<file path="src/psh_defs.vh">
// Constants for the performance-state host controller.
// Assumes inclusion by bare name from the controller source.
`ifndef PSH_DEFS_VH
`define PSH_DEFS_VH

// Own register offsets on the APB side
`define PSH_OFF_CTRL      12'h000
`define PSH_OFF_TARGET    12'h004
`define PSH_OFF_TIMEOUT   12'h008
`define PSH_OFF_STATUS    12'h00C

// Control register bits
`define PSH_CTRL_GO       0
`define PSH_CTRL_MP       1
`define PSH_CTRL_DUAL     2
`define PSH_CTRL_REVG     3
`define PSH_CTRL_OSDONE   4

// Target register fields
`define PSH_TGT_FREQ_LSB  0
`define PSH_TGT_VOLT_LSB  8
`define PSH_TGT_MIN_LSB   16

// Reset values
`define PSH_RST_TARGET    32'h00000000
`define PSH_RST_TIMEOUT   20'h00001
`define PSH_RST_MINCODE   6'h00
`define PSH_RST_TGTFREQ   6'h00
`define PSH_RST_VOLT      5'h00

// Device register addresses
`define PSH_DEV_CORE1     32'h00000068
`define PSH_DEV_REQEN     32'h0000006C
`define PSH_DEV_CLKTIM    32'h000000D8
`define PSH_DEV_CTL       32'hC0010041
`define PSH_DEV_STAT      32'hC0010042

// Device register fields and fixed values
`define PSH_CTL_START     16
`define PSH_STAT_PEND     31
`define PSH_CORE1_VALUE   64'h0000000000000001
`define PSH_REQEN_VALUE   64'h0000000000000001
`define PSH_CLKTIM_VALUE  64'h0000000020002710
`define PSH_MP_SGCOUNT    20'h00001

// Frequency code limits, VCO in 100 MHz units
`define PSH_HIGH_FIRST    6'h08
`define PSH_CODE_MAX      6'h2A
`define PSH_VCO_PORTAL    7'h10
`define PSH_VCO_STEP      7'h02
`define PSH_VCO_OFFSET    7'h08

`endif

</file>
<file path="src/psh_controller.v">
// Host controller that programs a core's performance state registers.
// Assumes a device register port with a held request and one-cycle ack,
// and software on an APB bus driving the controller's own registers.
//
// Local design decision: the APB interface to the registers.
`timescale 1ns/1ps
`include "psh_defs.vh"

module psh_controller (
    input  wire        ref_clk,
    input  wire        resetn,
    input  wire        clkEn,
    input  wire [11:0] paddr,
    input  wire        psel,
    input  wire        penable,
    input  wire        pwrite,
    input  wire [31:0] pwdata,
    output reg  [31:0] prdata,
    output reg         pready,
    output reg         pslverr,
    output reg         devReq,
    output reg         devWrite,
    output reg  [31:0] devAddr,
    output reg  [63:0] devWdata,
    input  wire [63:0] devRdata,
    input  wire        devAck
);

    localparam [2:0] ST_IDLE  = 3'h0;
    localparam [2:0] ST_CORE1 = 3'h1;
    localparam [2:0] ST_REQEN = 3'h2;
    localparam [2:0] ST_CLKTM = 3'h3;
    localparam [2:0] ST_READ  = 3'h4;
    localparam [2:0] ST_WRITE = 3'h5;

    reg  [2:0]  state;
    reg         mpSys;
    reg         dualCore;
    reg         revG;
    reg         osDone;
    reg  [5:0]  tgtFreq;
    reg  [4:0]  tgtVolt;
    reg  [5:0]  minCode;
    reg  [19:0] sgCount;
    reg         busy;
    reg         done;
    reg         refused;
    reg  [5:0]  presFreq;
    reg  [4:0]  presVolt;
    reg  [63:0] next_ctl;

    wire        apbAcc  = psel & penable & pready;
    wire        apbWr   = apbAcc & pwrite;
    wire        goPulse = apbWr & (paddr == `PSH_OFF_CTRL) &
                          pwdata[`PSH_CTRL_GO];
    // Settings carried by the go write itself apply to that go
    wire        goMp    = pwdata[`PSH_CTRL_MP];
    wire        goDual  = pwdata[`PSH_CTRL_DUAL];
    wire        goRevG  = pwdata[`PSH_CTRL_REVG];
    wire        goOs    = osDone | pwdata[`PSH_CTRL_OSDONE];
    wire [5:0]  curF    = devRdata[5:0];
    wire [4:0]  curV    = devRdata[36:32];

    // Oscillator frequency of a code in 100 MHz units
    function [6:0] vco;
        input [5:0] c;
        begin
            if (c < `PSH_HIGH_FIRST)
                vco = ({1'b0, c} + `PSH_VCO_OFFSET) << 1;
            else
                vco = {1'b0, c} + `PSH_VCO_OFFSET;
        end
    endfunction

    // Next code on the way to t, at most one 200 MHz oscillator step
    function [5:0] stepTo;
        input [5:0] c;
        input [5:0] t;
        reg   [6:0] vc;
        reg   [6:0] vt;
        reg   [6:0] nx;
        begin
            vc = vco(c);
            vt = vco(t);
            nx = {1'b0, t};
            if (vt > vc + `PSH_VCO_STEP)
                nx = vc + `PSH_VCO_STEP - `PSH_VCO_OFFSET;
            else if (vt + `PSH_VCO_STEP < vc)
                nx = vc - `PSH_VCO_STEP - `PSH_VCO_OFFSET;
            stepTo = nx[5:0];
        end
    endfunction

    // Target code legality
    function codeOk;
        input [5:0] t;
        input [5:0] m;
        input       g;
        begin
            codeOk = 1'b1;
            if (t > `PSH_CODE_MAX)
                codeOk = 1'b0;
            if (t[0] && !g)
                codeOk = 1'b0;
            if (t < `PSH_HIGH_FIRST && t != m)
                codeOk = 1'b0;
            if (t >= `PSH_HIGH_FIRST && vco(m) > `PSH_VCO_PORTAL &&
                vco(t) + `PSH_VCO_STEP < vco(m))
                codeOk = 1'b0;
        end
    endfunction

    // Control word for the next step, chosen from a completed status read
    always @* begin
        next_ctl = 64'h0;
        next_ctl[`PSH_CTL_START] = 1'b1;
        next_ctl[36:32] = 5'h00;
        next_ctl[51:32] = mpSys ? `PSH_MP_SGCOUNT : sgCount;
        if (curV != tgtVolt) begin
            next_ctl[12:8] = tgtVolt;
            next_ctl[5:0]  = curF;
        end else begin
            next_ctl[12:8] = curV;
            next_ctl[5:0]  = stepTo(curF, tgtFreq);
        end
    end

    // APB slave, answers one cycle into the access phase
    always @(posedge ref_clk or negedge resetn) begin
        if (!resetn) begin
            pready   <= 1'b0;
            pslverr  <= 1'b0;
            prdata   <= 32'h0;
            mpSys    <= 1'b0;
            dualCore <= 1'b0;
            revG     <= 1'b0;
            osDone   <= 1'b0;
            tgtFreq  <= `PSH_RST_TGTFREQ;
            tgtVolt  <= `PSH_RST_VOLT;
            minCode  <= `PSH_RST_MINCODE;
            sgCount  <= `PSH_RST_TIMEOUT;
        end else if (clkEn) begin
            pready  <= psel & penable & ~pready;
            pslverr <= 1'b0;
            if (psel & penable & ~pready) begin
                prdata <= 32'h0;
                case (paddr)
                    `PSH_OFF_CTRL:
                        prdata <= {27'h0, osDone, revG, dualCore,
                                   mpSys, 1'b0};
                    `PSH_OFF_TARGET:
                        prdata <= {10'h0, minCode, 3'h0, tgtVolt,
                                   2'h0, tgtFreq};
                    `PSH_OFF_TIMEOUT:
                        prdata <= {12'h0, sgCount};
                    `PSH_OFF_STATUS:
                        prdata <= {11'h0, presVolt, 2'h0, presFreq,
                                   5'h0, state};
                    default:
                        pslverr <= 1'b1;
                endcase
                if (paddr == `PSH_OFF_STATUS)
                    prdata[2:0] <= {refused, done, busy};
            end
            // Settings are frozen while a change is running
            if (apbWr && !busy) begin
                case (paddr)
                    `PSH_OFF_CTRL: begin
                        mpSys    <= pwdata[`PSH_CTRL_MP];
                        dualCore <= pwdata[`PSH_CTRL_DUAL];
                        revG     <= pwdata[`PSH_CTRL_REVG];
                    end
                    `PSH_OFF_TARGET: begin
                        tgtFreq <= pwdata[`PSH_TGT_FREQ_LSB +: 6];
                        tgtVolt <= pwdata[`PSH_TGT_VOLT_LSB +: 5];
                        minCode <= pwdata[`PSH_TGT_MIN_LSB +: 6];
                    end
                    `PSH_OFF_TIMEOUT:
                        sgCount <= pwdata[19:0];
                    default: ;
                endcase
            end
            // Handoff is sticky until reset
            if (apbWr && paddr == `PSH_OFF_CTRL && pwdata[`PSH_CTRL_OSDONE])
                osDone <= 1'b1;
        end
    end

    // Sequencer for device register accesses
    always @(posedge ref_clk or negedge resetn) begin
        if (!resetn) begin
            state    <= ST_IDLE;
            busy     <= 1'b0;
            done     <= 1'b0;
            refused  <= 1'b0;
            presFreq <= `PSH_RST_MINCODE;
            presVolt <= `PSH_RST_VOLT;
            devReq   <= 1'b0;
            devWrite <= 1'b0;
            devAddr  <= 32'h0;
            devWdata <= 64'h0;
        end else if (clkEn) begin
            case (state)
                ST_IDLE: begin
                    if (goPulse && !busy) begin
                        done <= 1'b0;
                        if (goOs ||
                            !codeOk(tgtFreq, minCode, goRevG)) begin
                            refused <= 1'b1;
                        end else begin
                            refused  <= 1'b0;
                            busy     <= 1'b1;
                            devReq   <= 1'b1;
                            devWrite <= 1'b1;
                            devWdata <= `PSH_CORE1_VALUE;
                            devAddr  <= `PSH_DEV_CORE1;
                            state    <= ST_CORE1;
                            if (!goDual) begin
                                devWrite <= goMp;
                                devWdata <= goMp ? `PSH_REQEN_VALUE
                                                 : 64'h0;
                                devAddr  <= goMp ? `PSH_DEV_REQEN
                                                 : `PSH_DEV_STAT;
                                state    <= goMp ? ST_REQEN : ST_READ;
                            end
                        end
                    end
                end
                ST_CORE1: begin
                    if (devAck) begin
                        devWrite <= mpSys;
                        devWdata <= mpSys ? `PSH_REQEN_VALUE : 64'h0;
                        devAddr  <= mpSys ? `PSH_DEV_REQEN
                                          : `PSH_DEV_STAT;
                        state    <= mpSys ? ST_REQEN : ST_READ;
                    end
                end
                ST_REQEN: begin
                    if (devAck) begin
                        devWdata <= `PSH_CLKTIM_VALUE;
                        devAddr  <= `PSH_DEV_CLKTIM;
                        state    <= ST_CLKTM;
                    end
                end
                ST_CLKTM: begin
                    if (devAck) begin
                        devWrite <= 1'b0;
                        devWdata <= 64'h0;
                        devAddr  <= `PSH_DEV_STAT;
                        state    <= ST_READ;
                    end
                end
                ST_READ: begin
                    // Keep reading while a change is pending
                    if (devAck && !devRdata[`PSH_STAT_PEND]) begin
                        presFreq <= curF;
                        presVolt <= curV;
                        if (curV == tgtVolt && curF == tgtFreq) begin
                            devReq <= 1'b0;
                            busy   <= 1'b0;
                            done   <= 1'b1;
                            state  <= ST_IDLE;
                        end else begin
                            devWrite <= 1'b1;
                            devAddr  <= `PSH_DEV_CTL;
                            devWdata <= next_ctl;
                            state    <= ST_WRITE;
                        end
                    end
                end
                ST_WRITE: begin
                    if (devAck) begin
                        devWrite <= 1'b0;
                        devWdata <= 64'h0;
                        devAddr  <= `PSH_DEV_STAT;
                        state    <= ST_READ;
                    end
                end
                default: begin
                    devReq <= 1'b0;
                    busy   <= 1'b0;
                    state  <= ST_IDLE;
                end
            endcase
        end
    end

endmodule

</file>
<file path="config.mk">
export PLATFORM = sky130hd
export DESIGN_NAME = psh_controller
export DESIGN_NICKNAME = d
export VERILOG_FILES = /design/src/psh_controller.v
export VERILOG_INCLUDE_DIRS = /design/src /design/src/src
export SDC_FILE = /design/constraint.sdc
export NUM_CORES = 1
export LEC_CHECK = 0
export BUFFER_PORTS_ARGS = -buffer_cell sky130_fd_sc_hd__buf_4
export CAP_MARGIN = 15
export CELL_PAD_IN_SITES_DETAIL_PLACEMENT = 0
export CELL_PAD_IN_SITES_GLOBAL_PLACEMENT = 1
export CORE_ASPECT_RATIO = 0.5
export CORE_UTILIZATION = 39
export DETAILED_ROUTE_END_ITERATION = 7
export PLACE_DENSITY_LB_ADDON = 0.1
export SETUP_SLACK_MARGIN = 0.1
export SLEW_MARGIN = 20
export SYNTH_ARGS = -nofsm -noshare
export SYNTH_HDL_FRONTEND = slang
export SYNTH_SLANG_ARGS = --single-unit
</file>
<file path="constraint.sdc">
create_clock -name ref_clk -period 4.58 [get_ports ref_clk]
set_input_delay 0.458 -clock ref_clk [delete_from_list [all_inputs] [get_ports ref_clk]]
set_output_delay 0.458 -clock ref_clk [all_outputs]
set_load 0.05 [all_outputs]
</file>
# Word-level counts from Yosys, hierarchy flattened
# Cells that the tools add are included.
# classes
addsub	9
n_lt_le_gt_ge	9
eq_ne	20
mux	78
n_bitwise	9
n_reduce_logical	35
# ops
op	count
64-bit 2-to-1 mux	7
32-bit 2-to-1 mux	10
64-bit case mux with 5 select lines	1
32-bit case mux with 5 select lines	1
22-bit case mux with 4 select lines	1
7-bit 2-to-1 mux	11
3-bit 2-to-1 mux	11
1-bit 2-to-1 mux	27
12-bit by 4-bit equality test with 1-bit output (second input constant)	2
6-bit by 4-bit adder with 7-bit output (second input constant)	3
7-bit by 2-bit adder with 7-bit output (second input constant)	3
20-bit 2-to-1 mux	1
6-bit by 4-bit less-than comparator with 1-bit output (second input constant)	3
6-bit 2-to-1 mux	3
3-bit case mux with 5 select lines	1
3-bit AND reduction	5
7-bit less-than comparator	2
2-bit inequality test (second input constant)	7
12-bit by 3-bit equality test with 1-bit output (second input constant)	1
12-bit zero test	1
6-bit by 4-bit subtractor with 6-bit output (second input constant)	2
1-bit logical AND	10
9-bit AND reduction	1
8-bit AND reduction	1
32 further kinds	45
# totals
ff_bits	189
in_bits	115
out_inout_bits	132
elab_cells	180

# Depth between registers and ports, before layout
# Gate-level depths: netlist of run 1.
# depth
word_depth	21
ltp_mapped	17
ltp_nobuf	15

# Least setup slack after synthesis of run 1
# No wires, ideal clock.
# synth_path
kind	input to register
start	input port devRdata[3]
end	register devWdata[1]
setup_ns	0.125
t_arrival_ns	3.565
required_ns	4.455
slack_ns	0.890
stages	16
cell_sequence	clkbuf_1 nor3_1 mux2i_1 inv_1 ha_1 o2111ai_1 xnor2_1 ha_1 nand2_1 o21ai_1 o31ai_1 nor2b_1 buf_2 a2111oi_0 nor3_1 mux2_4
# synth_via
elab_chain_cells	11
word_cells_on_any_way	20
# synth_lines
item	line_no	source
start: declaration	psh_controller.v:25	input wire [63:0] devRdata,
6-bit by 4-bit less-than comparator with 1-bit output (no line)	-	
7-bit 2-to-1 mux	psh_controller.v:68	if (c < `PSH_HIGH_FIRST)
7-bit 2-to-1 mux	psh_controller.v:119	if (curV != tgtVolt) begin
6-bit by 2-bit subtractor with 6-bit output (no line)	-	
6-bit by 4-bit subtractor with 6-bit output (no line)	-	
6-bit 2-to-1 mux	psh_controller.v:88	else if (vt + `PSH_VCO_STEP < vc)
6-bit 2-to-1 mux	psh_controller.v:86	if (vt > vc + `PSH_VCO_STEP)
6-bit 2-to-1 mux	psh_controller.v:119	
64-bit 2-to-1 mux	psh_controller.v:258	if (curV == tgtVolt && curF == tgtFreq) begin
64-bit 2-to-1 mux	psh_controller.v:255	if (devAck && !devRdata[`PSH_STAT_PEND]) begin
64-bit case mux with 5 select lines	psh_controller.v:203	case (state)
end signal: assignment	psh_controller.v:215	devWdata <= `PSH_CORE1_VALUE;
end signal: assignment	psh_controller.v:220	devWdata <= goMp ? `PSH_REQEN_VALUE
end signal: assignment	psh_controller.v:266	devWdata <= next_ctl;
end: declaration	psh_controller.v:24	output reg [63:0] devWdata,
# Several ways; a longest one is shown, not always the timed one. The select of a mux whose other input is x is not followed.
# A chain may end at the register's enable or synchronous reset.

# Final worst setup path of run 1
# layout_path
start	register tgtFreq[4]
end	register devWdata[4]
# layout_via
elab_chain_cells	16
word_cells_on_any_way	38
# layout_lines
item	line_no	source
start: declaration	psh_controller.v:41	reg [5:0] tgtFreq;
start signal: assignment	psh_controller.v:138	tgtFreq <= `PSH_RST_TGTFREQ;
start signal: assignment	psh_controller.v:174	tgtFreq <= pwdata[`PSH_TGT_FREQ_LSB +: 6];
6-bit by 4-bit adder with 7-bit output (no line) / 6-bit by 4-bit less-than comparator with 1-bit output (equally long branches)	-	
7-bit 2-to-1 mux	psh_controller.v:68	
7-bit 2-to-1 mux	psh_controller.v:205	if (goPulse && !busy) begin
7-bit 2-to-1 mux	psh_controller.v:203	
7-bit 2-to-1 mux	psh_controller.v:202	end else if (clkEn) begin
7-bit by 2-bit adder with 7-bit output (no line)	-	
7-bit less-than comparator	psh_controller.v:108	vco(t) + `PSH_VCO_STEP < vco(m))
1-bit logical AND	psh_controller.v:107	if (t >= `PSH_HIGH_FIRST && vco(m) > `PSH_VCO_PORTAL &&
1-bit 2-to-1 mux	psh_controller.v:107	
1-bit 2-to-1 mux	psh_controller.v:205	
1-bit 2-to-1 mux	psh_controller.v:203	
1-bit 2-to-1 mux	psh_controller.v:202	
1-bit zero test	psh_controller.v:208	!codeOk(tgtFreq, minCode, goRevG)) begin
1-bit logical OR	psh_controller.v:207	if (goOs ||
2-bit inequality test (no line)	-	
9-bit AND reduction (no line)	-	
end signal: assignment	psh_controller.v:215	
end signal: assignment	psh_controller.v:220	
end signal: assignment	psh_controller.v:232	devWdata <= mpSys ? `PSH_REQEN_VALUE : 64'h0;
# Several ways; a longest one is shown, not always the timed one. The select of a mux whose other input is x is not followed.

==> flow_metrics.py, run 1 <==
metrics = {
    "outcome": {
        "status": "finished, final reports clean",
    },
    "routing": {
        "highest_layer": "met4",
        "dr_wl_met3_um": 1040,
        "routed-via-count": 5857,
        "routedLengthMet1_um": 10700,
        "routed-wl-met2_um": 9000,
        "antenna_left": 0,
        "first_pass_iters": 5,
        "dr.first_iter.drc_count": 404,
        "wirelength_um": 20900,
        "wl_per_cell_um": 18.3,
        "drc": 0,
        "via_per_inst": 5.11,
    },
    "power_and_ir_drop": {
        "pwr_density_cell_mw_per_mm2": 448,
        "p_leak_nw": 4.26,
        "vdd_drop_max_mv": 0.259,
    },
    "placement": {
        "place_inst": 1114,
        "post-dp-hpwl_um": 15200,
        "port_buffers": 123,
        "routabilityCongestion": 0.825,
    },
    "logic_synthesis": {
        "synth_top_area_cell": "dfrtp_1",
        "syn_avg_cell_area_sq_um": 9.88,
        "ys.flop_type": "dfrtp_1",
        "yosys.area_share.simple_pct": 13.0,
        "yosys-top-cells-area": "dfrtp_1 40%, buf_4 6.8%, mux2_1 5.2%",
        "seq_area_frac_synth_pct": 39.9,
        "synthCells": 774,
        "synthAdderAreaFrac_pct": 4.09,
        "synth-xor-area-share_pct": 3.09,
        "netlist_area_sq_mm": 0.00765,
        "synth_top_family_by_area": "multiplexers",
        "synth_warnings": 0,
        "synth_top_area_share_pct": 39.6,
        "async_flop_share_pct": 100,
        "synthMuxAreaShare_pct": 15.6,
        "synth.ff_latch_count": 122,
        "synth_compound_area_share_pct": 12.9,
        "synth_cell_type_count": 76,
        "synth_edf_count": 0,
    },
    "critical_path": {
        "cp_num_cells": 14,
        "r2r_start": "tgtFreq[4]",
        "r2r-end": "devWdata[4]",
        "cp_top_family": "compound AO/OA/AOI/OAI gates",
        "worstPathArrival_ns": 4.44,
        "crit_type": "reg -> reg",
        "cp-startpoint": "tgtFreq[4]",
        "worst_setup_path_start_kind": "flop",
        "slowest_stage": "dfrtp_1",
        "required_ns": 4.88,
        "path_buf_inv": 1,
        "worstRegToRegCells": 14,
        "end_kind": "flop",
        "slowest_delay_ns": 0.70,
        "path_max_fanout": 14,
        "crit_chain": "inv_2 -> ha_1 -> nand2_1 -> o21ai_0 -> mux2i_1 -> nand2_1 -> xnor2_1 -> ha_1 -> or4_1 -> o22ai_1 -> o2111ai_1 -> o211ai_1 -> a41oi_1 -> mux2_4",
        "r2r_slack_ns": 0.44,
    },
    "finish": {
        "layout.nets": 1014,
        "drive_above_1_share_pct": 24.9,
        "syn2layout_area_growth_pct": 19.0,
        "instances_no_fill": 1146,
        "fillers": 1774,
    },
    "global_route": {
        "grt_antenna_before_repair": 0,
        "grt_start_max_net_pins": 63,
        "grt_usage_pct": 21.5,
        "grt_overflow": 0,
        "grt_pass1_vias": 5691,
        "grt_pass1_wl_um": 32700,
    },
    "timing": {
        "post-route-period-util_pct": 90.5,
        "fin_tns_setup_ns": 0,
        "post-route-min-period_ns": 4.14,
        "hold_viol": 0,
        "rsz0062_at_grt": "no",
        "worst_pin_slew_ns": 0.992,
        "hold_ws_ns": 0.142,
        "clock.fmax_ghz": 0.241,
        "setup_violations": 0,
        "drv_slew": 0,
        "slew_headroom_pct": 33.7,
        "finalClockSkew_ns": 0.0131,
    },
    "cts": {
        "cts_resized": 0,
        "clk_latency_ns": 0.42,
        "htreeDepth": 4,
        "cts_hold_buf": 0,
        "clk_path_buf_depth": 2,
        "cts_tree": "done",
        "cts.clk_slew.worst_paths_ns": 0.06,
        "cts_buffers": 17,
        "root_buffer": "clkbuf_16",
        "cts_setup_buffers": 0,
        "numClockSinks": 122,
    },
    "floorplan": {
        "fp.dieH_um": 101,
        "ios": 247,
        "initial_core_util_pct": 40.7,
        "rows": 35,
        "core_area_sq_mm": 0.0188,
        "die_area_sq_mm": 0.0202,
        "dieWidth_um": 200,
    },
    "worst_hold_path": {
        "worstHoldPathType": "in -> async",
    },
    "flow_run": {
        "maxCapViolCount": 0,
    },
}
==> metal layers <==
| metal | track usage (%) | up-vias |
|---|---|---|
| met5 | 0 | - |
| met4 | 4.82 | 0 |
| met3 | 4.62 | 18 |
| met2 | 31.8 | 163 |
| met1 | 31.9 | 2873 |
| li1 | - | 2803 |
==> final cells by class <==
type	count	area, sq um	area share [%]
multi-input combinational	559	3970	43.6
tap	259	324	3.56
sequential	122	3050	33.6
clock buffer	20	457	5.02
inverter	40	150	1.65
timing repair buffer	134	1010	11.1
clock inverter	11	135	1.48
antenna	1	2.50	0.0275
==> logic make-up after synthesis <==
logic type      count (synthesis)
compound gates                139
xor+xnor                       27
fa+ha+maj                      25
buf+inv                       153
flops                         122
mux                           104
other cells                     1
simple gates                  203
==> worst max path at each step <==
stage | endpoint | slack, ns
3_3_place_gp | devWdata[10] | 0.54
2_1_floorplan | devWdata[1] | 0.89
6_report | devWdata[4] | 0.44
3_5_place_dp | devWdata[4] | 0.45
5_1_grt | devWdata[9] | 0.15
4_1_cts | devWdata[4] | 0.44
==> state kept, by name, summed over array words and instances (netlist names), 6 cells and up <==
signal,cells
presFreq,6
tgtFreq,6
prdata,22
devWdata,31
devAddr,8
minCode,6
sgCount,20
==> where the power goes <==
group | total (mW) | internal (mW) | switching (mW)
Combinational | 1.39 | 0.482 | 0.910
Clock | 1.36 | 0.836 | 0.527
Sequential | 1.33 | 1.20 | 0.126
==> cell usage in the layout, fill, tap and decap left out, drive strengths merged, types with 19 or more instances in the layout <==
cell / netlist / final
buf: 81 / 134
dfrtp: 121 / 121
nand2: 86 / 86
mux2: 71 / 71
conb: 1 / 61
inv: 39 / 43
o21ai: 38 / 38
nor2: 34 / 34
mux2i: 31 / 31
ha: 25 / 25
clkbuf: 32 / 20
xnor2: 19 / 19
==> Yosys cell counts (all sizes together), types with 4 or more instances <==
library cell	number
and3	4
or3	4
o21ai	38
a22oi	11
nor3	10
clkbuf	32
nand2b	6
inv	39
o21a	4
dfrtp	121
and2	4
nand4	6
a21o	4
nor2	34
o2111ai	4
a21oi	18
o211ai	6
xor2	8
xnor2	19
or2	5
nor2b	6
a31oi	5
ha	25
mux2	71
buf	81
nand3	17
mux2i	31
or4	4
nand4b	4
o31ai	18
nand2	86
==> per-stage QoR <==
| stage | setup slack (ns) | util [%] | power, mW | area, sq um |
|---|---|---|---|---|
| finish | 0.436 | 48.4 | 4.08 | 9100 |
| global route | 0.152 | 48.4 | 4.27 | 9100 |
| CTS | 0.440 | 48.4 | 4.11 | 9090 |
| detailed placement | 0.453 | 45.3 | 2.74 | 8500 |
| global placement | 0.541 | 45.3 | 2.72 | 8500 |
| floorplan | 0.890 | - | 2.44 | 7870 |
(Power assumes the default switching activity.)
==> run 2: changes to the inputs <==
BUFFER_PORTS_ARGS = -buffer_cell sky130_fd_sc_hd__buf_2   (was -buffer_cell sky130_fd_sc_hd__buf_4)
PLACE_DENSITY_LB_ADDON = 0.15   (was 0.1)
==> run 2 against run 1 <==
Sequential power hardly changed. Cell area down 2.8%. Die area is the same. Via count grew 0.61%. Maximum frequency grew 1.6%. Combinational power shrank 5%. Flip-flop and latch count unchanged. Critical endpoint is now devWdata[1]. Largest cell class unchanged. Largest power group is now the clock network.
==> flow_metrics.py, run 2 (same netlist as run 1, synthesis figures left out) <==
metrics = {
    "outcome": {
        "status": "finished, final reports clean",
    },
    "floorplan": {
        "dieWidth_um": 200,
        "ios": 247,
        "rows": 35,
        "initial_core_util_pct": 40.7,
        "die_area_sq_mm": 0.0202,
        "core_area_sq_mm": 0.0188,
        "fp.dieH_um": 101,
    },
    "placement": {
        "routabilityCongestion": 0.867,
        "port_buffers": 123,
        "post-dp-hpwl_um": 15200,
    },
    "timing": {
        "hold_ws_ns": 0.164,
        "rsz0062_at_grt": "no",
        "clock.fmax_ghz": 0.245,
        "post-route-period-util_pct": 89.1,
        "fin_tns_setup_ns": 0,
        "hold_viol": 0,
        "setup_violations": 0,
        "worst_pin_slew_ns": 0.990,
        "slew_headroom_pct": 33.9,
        "post-route-min-period_ns": 4.08,
        "drv_slew": 0,
        "finalClockSkew_ns": 0.0113,
    },
    "power_and_ir_drop": {
        "swShare_pct": 37.7,
        "pwr_density_cell_mw_per_mm2": 460,
        "vdd_drop_max_mv": 0.250,
        "clkPwrFrac_pct": 35.1,
        "p_sw_mw": 1.53,
        "p_comb_share_pct": 32.4,
        "p_int_mw": 2.53,
        "power_frac_seq_pct": 32.4,
        "p_leak_nw": 4.25,
    },
    "finish": {
        "multiInputGateArea_sq_mm": 0.00397,
        "layout.nets": 1017,
        "fillers": 1794,
        "final_cell_mix": "122 x buf_2, 121 x dfrtp_1, 86 x nand2_1",
        "fin_util_pct": 47.1,
        "drive_above_1_share_pct": 25.3,
        "regArea_sq_mm": 0.00305,
        "largestRegisters": "devWdata: 31 flops, prdata: 22 flops, sgCount: 20 flops",
        "final_common_cell": "buf_2",
        "top_register": "devWdata",
        "syn2layout_area_growth_pct": 15.7,
        "largest_reg_flops": 31,
    },
    "cts": {
        "clk_path_buf_depth": 2,
        "htreeDepth": 4,
        "cts_resized": 0,
        "cts_tree": "done",
        "cts_buffers": 17,
        "numClockSinks": 122,
        "root_buffer": "clkbuf_16",
        "cts_setup_buffers": 0,
        "clk_latency_ns": 0.42,
        "cts_hold_buf": 0,
        "cts.clk_slew.worst_paths_ns": 0.06,
    },
    "critical_path": {
        "r2r_slack_ns": 0.50,
        "required_ns": 4.88,
        "cp-startpoint": "tgtFreq[4]",
        "worst_setup_path_start_kind": "flop",
        "worstPathArrival_ns": 4.38,
        "crit_type": "reg -> reg",
        "path_max_fanout": 14,
        "end_kind": "flop",
        "r2r_start": "tgtFreq[4]",
    },
    "routing": {
        "antenna_left": 0,
        "first_pass_iters": 5,
        "routed-via-count": 5893,
        "wirelength_um": 20600,
        "dr.first_iter.drc_count": 354,
        "drc": 0,
        "wl_per_cell_um": 17.9,
        "via_per_inst": 5.12,
    },
    "global_route": {
        "grt_start_max_net_pins": 72,
        "grt_pass1_vias": 5539,
        "grt_overflow": 0,
        "grt_usage_pct": 21.3,
        "grt_pass1_wl_um": 32100,
        "grt_antenna_before_repair": 2,
    },
    "flow_run": {
        "maxCapViolCount": 0,
    },
    "worst_hold_path": {
        "worstHoldPathType": "in -> async",
    },
}
run 2: cell count changes in the layout (fill, tap and decap cells not counted), moves of 2 or more:
cell        change
bufinv_16       +2
clkbuf_8        -2
buf_2         +122
buf_4         -119
clkinvlp_4      -2
clkinv_2        +4
run 2: layout make-up:
class | count | share of cell area, %
multi-input combinational | 559 | 44.9
sequential | 122 | 34.5
timing repair buffer | 137 | 8.18
clock buffer | 18 | 4.85
tap | 259 | 3.66
clock inverter | 14 | 2.16
inverter | 40 | 1.70
antenna | 2 | 0.0566
run 2: path summary, 6_finish.rpt:
| kind | to | cells after the start |
|---|---|---|
| min in group ref_clk | minCode[4] | 2 |
| worst min register to register | devAddr[6] | 1 |
| worst max-delay path | devWdata[1] | 13 |
| worst max register to register | devWdata[1] | 13 |
| worst min-delay path | devAddr[1] | 1 |
| max in group asynchronous | prdata[0] | 2 |
run 2: through the flow:
step	cells	area, sq um	setup WS, ns	total power [mW]
global route	1149	8840	0.169	4.26
finish	1151	8840	0.500	4.07
floorplan	834	7870	0.890	2.44
CTS	1149	8840	0.509	4.10
detailed placement	1117	8220	0.511	2.66
global placement	1117	8220	0.528	2.65
run 2: worst max-delay path, cell delays in order (launching register included):
cell and delay (ns):
dfrtp_1 0.72, inv_2 0.10, ha_1 0.36, nand2_1 0.07
o21ai_0 0.07, mux2i_1 0.33, nand2_1 0.11, xnor2_1 0.19
ha_1 0.23, or4_1 0.55, o22a_1 0.27, a2111oi_0 0.52
nor3_1 0.17, mux2_4 0.28
run 2: per-layer routing:
layer  GRT usage, %  part of all wire (%)  up-vias
met5              0                     0        -
met4           4.52                  0.52        0
met3           4.78                   5.2       10
met2           31.0                    43      173
met1           32.1                    52     2893
li1               -                     -     2817
run 2: power groups by stage:
stage                     clock [mW]  combinational [mW]  sequential, mW
after global placement             0                1.32            1.34
after floorplan                    0               0.906            1.54
after global routing            1.50                1.42            1.34
after CTS                       1.46                1.33            1.32
after detailed placement           0                1.33            1.34
final                           1.43                1.32            1.32
==> run 3: changes to the inputs <==
--- a/config.mk
+++ b/config.mk
@@ -16,2 +16,3 @@
 export PLACE_DENSITY_LB_ADDON = 0.15
+export REMOVE_ABC_BUFFERS = 1
 export SETUP_SLACK_MARGIN = 0.1
==> constraint.sdc (replaced) <==
create_clock -name ref_clk -period 4.58 [get_ports ref_clk]
set_input_delay 0 -clock ref_clk [delete_from_list [all_inputs] [get_ports ref_clk]]
set_output_delay 0 -clock ref_clk [all_outputs]
set_load 0.05 [all_outputs]
==> run 3 against run 2 <==
Non-clock buffer count up 36. Sequential share of layout area down 1.4 points. Maximum frequency down 2.8%. Sequential power about the same. Combinational power about the same.
==> flow_metrics.py, run 3 (same netlist as run 1, synthesis figures left out) <==
metrics = {
    "cts": {
        "htreeDepth": 4,
        "cts_tree": "done",
        "clk_latency_ns": 0.42,
        "cts.clk_slew.worst_paths_ns": 0.06,
        "cts_buffers": 17,
        "cts_setup_buffers": 0,
        "root_buffer": "clkbuf_16",
        "numClockSinks": 122,
        "cts_resized": 0,
        "clk_path_buf_depth": 2,
        "cts_hold_buf": 35,
    },
    "timing": {
        "rsz0062_at_grt": "no",
        "drv_slew": 0,
        "setup_ws_ns": 0.380,
        "clock.fmax_ghz": 0.238,
        "fin_tns_setup_ns": 0,
        "finalClockSkew_ns": 0.00784,
        "post-route-period-util_pct": 91.7,
        "hold_viol": 0,
        "worst_pin_slew_ns": 1.00,
        "setup_violations": 0,
        "post-route-min-period_ns": 4.20,
        "slew_headroom_pct": 33.1,
    },
    "floorplan": {
        "rows": 35,
        "fp.dieH_um": 101,
        "initial_core_util_pct": 40.7,
        "core_area_sq_mm": 0.0188,
        "dieWidth_um": 200,
        "die_area_sq_mm": 0.0202,
        "ios": 247,
    },
    "power_and_ir_drop": {
        "vdd_drop_max_mv": 0.244,
        "p_comb_share_pct": 32.7,
        "pwr_density_cell_mw_per_mm2": 449,
        "power_frac_seq_pct": 31.9,
        "p_sw_mw": 1.52,
        "p_leak_nw": 4.41,
        "clkPwrFrac_pct": 35.4,
        "swShare_pct": 36.8,
        "p_int_mw": 2.62,
    },
    "worst_hold_path": {
        "worstHoldPathType": "in -> reg",
    },
    "routing": {
        "routed-via-count": 6043,
        "drc": 0,
        "wl_per_cell_um": 17.3,
        "antenna_left": 0,
        "via_per_inst": 5.10,
        "dr.first_iter.drc_count": 297,
        "first_pass_iters": 5,
        "wirelength_um": 20500,
    },
    "placement": {
        "place_inst": 1117,
        "post-dp-hpwl_um": 14800,
        "pre_cts_ws_ns": 0.469,
        "port_buffers": 123,
        "routabilityCongestion": 0.878,
    },
    "finish": {
        "final_common_cell": "buf_2",
        "final_cell_mix": "122 x buf_2, 121 x dfrtp_1, 86 x nand2_1",
        "fillers": 1803,
        "layout.nets": 1053,
        "largest_reg_flops": 31,
        "fin_util_pct": 49.1,
        "syn2layout_area_growth_pct": 20.5,
        "drive_above_1_share_pct": 23.9,
        "regArea_sq_mm": 0.00305,
        "multiInputGateArea_sq_mm": 0.00397,
        "diodes": 0,
        "largestRegisters": "devWdata: 31 flops, prdata: 22 flops, sgCount: 20 flops",
        "instances_no_fill": 1184,
        "top_register": "devWdata",
    },
    "outcome": {
        "status": "finished, final reports clean",
    },
    "global_route": {
        "grt_antenna_before_repair": 0,
        "grt_pass1_wl_um": 32000,
        "grt_overflow": 0,
        "grt_start_max_net_pins": 63,
        "grt_usage_pct": 21.1,
        "grt_pass1_vias": 5652,
    },
    "critical_path": {
        "crit_type": "reg -> reg",
        "worstPathArrival_ns": 4.51,
        "slowest_stage": "dfrtp_1",
        "crit_chain": "inv_2 -> ha_1 -> nand2_1 -> o21ai_0 -> mux2i_1 -> nand2_1 -> xnor2_1 -> ha_1 -> or4_1 -> o22ai_1 -> o2111ai_1 -> o211ai_1 -> a41oi_1 -> mux2_4",
        "end_kind": "flop",
        "required_ns": 4.89,
        "cp_top_family": "compound AO/OA/AOI/OAI gates",
        "path_max_fanout": 14,
        "path_buf_inv": 1,
        "worst_setup_path_start_kind": "flop",
        "slowest_delay_ns": 0.67,
        "r2r_slack_ns": 0.38,
    },
    "flow_run": {
        "maxCapViolCount": 0,
    },
}
run 3: final timing paths:
kind,from,end,depth (start not counted)
min in group asynchronous,resetn,devAddr[2],3
hold reg to reg,devAddr[6],devAddr[6],1
max in group asynchronous,resetn,devWdata[2],4
setup / recovery,tgtFreq[4],devWdata[4],14
setup reg to reg,tgtFreq[4],devWdata[4],14
hold / removal,devRdata[31],done,4
run 3: metal layers:
| metal | wire length, um | vias up | GRT usage, % |
|---|---|---|---|
| met2 | 8930 | 179 | 31.6 |
| met4 | 199 | 0 | 5.11 |
| met5 | 0 | - | 0 |
| met1 | 10500 | 2968 | 31.1 |
| li1 | - | 2877 | - |
| met3 | 903 | 19 | 4.15 |
run 3: metrics by stage:
| stage | total power, mW | cell area (sq um) | hold slack (ns) |
|---|---|---|---|
| after global placement | 2.67 | 8220 | -0.0966 |
| after detailed placement | 2.68 | 8220 | -0.0950 |
| final | 4.14 | 9220 | 0.0364 |
| after CTS | 4.18 | 9210 | 0.00812 |
| after global routing | 4.33 | 9220 | 0.0562 |
| after floorplan | 2.33 | 7160 | -0.296 |
run 3: final cells by class:
type	instances	share of cell area (%)
clock inverters	6	1.45
multi-input cells	559	43.0
flip-flops and latches	122	33.1
well taps	259	3.52
clock buffers	25	5.48
inverters	40	1.63
repair buffers	173	11.8
run 3: tightest hold or removal path: stages:
cell     delay (ns)
buf_2          0.09
nor2b_1        0.06
a41oi_1        0.20
nor2_1         0.06
run 3: power groups by stage:
stage	clock, mW	combinational, mW	sequential (mW)
6_report	1.47	1.35	1.32
5_1_grt	1.54	1.45	1.34
4_1_cts	1.49	1.36	1.32
3_5_place_dp	0	1.34	1.34
3_3_place_gp	0	1.33	1.34
2_1_floorplan	0	0.674	1.65
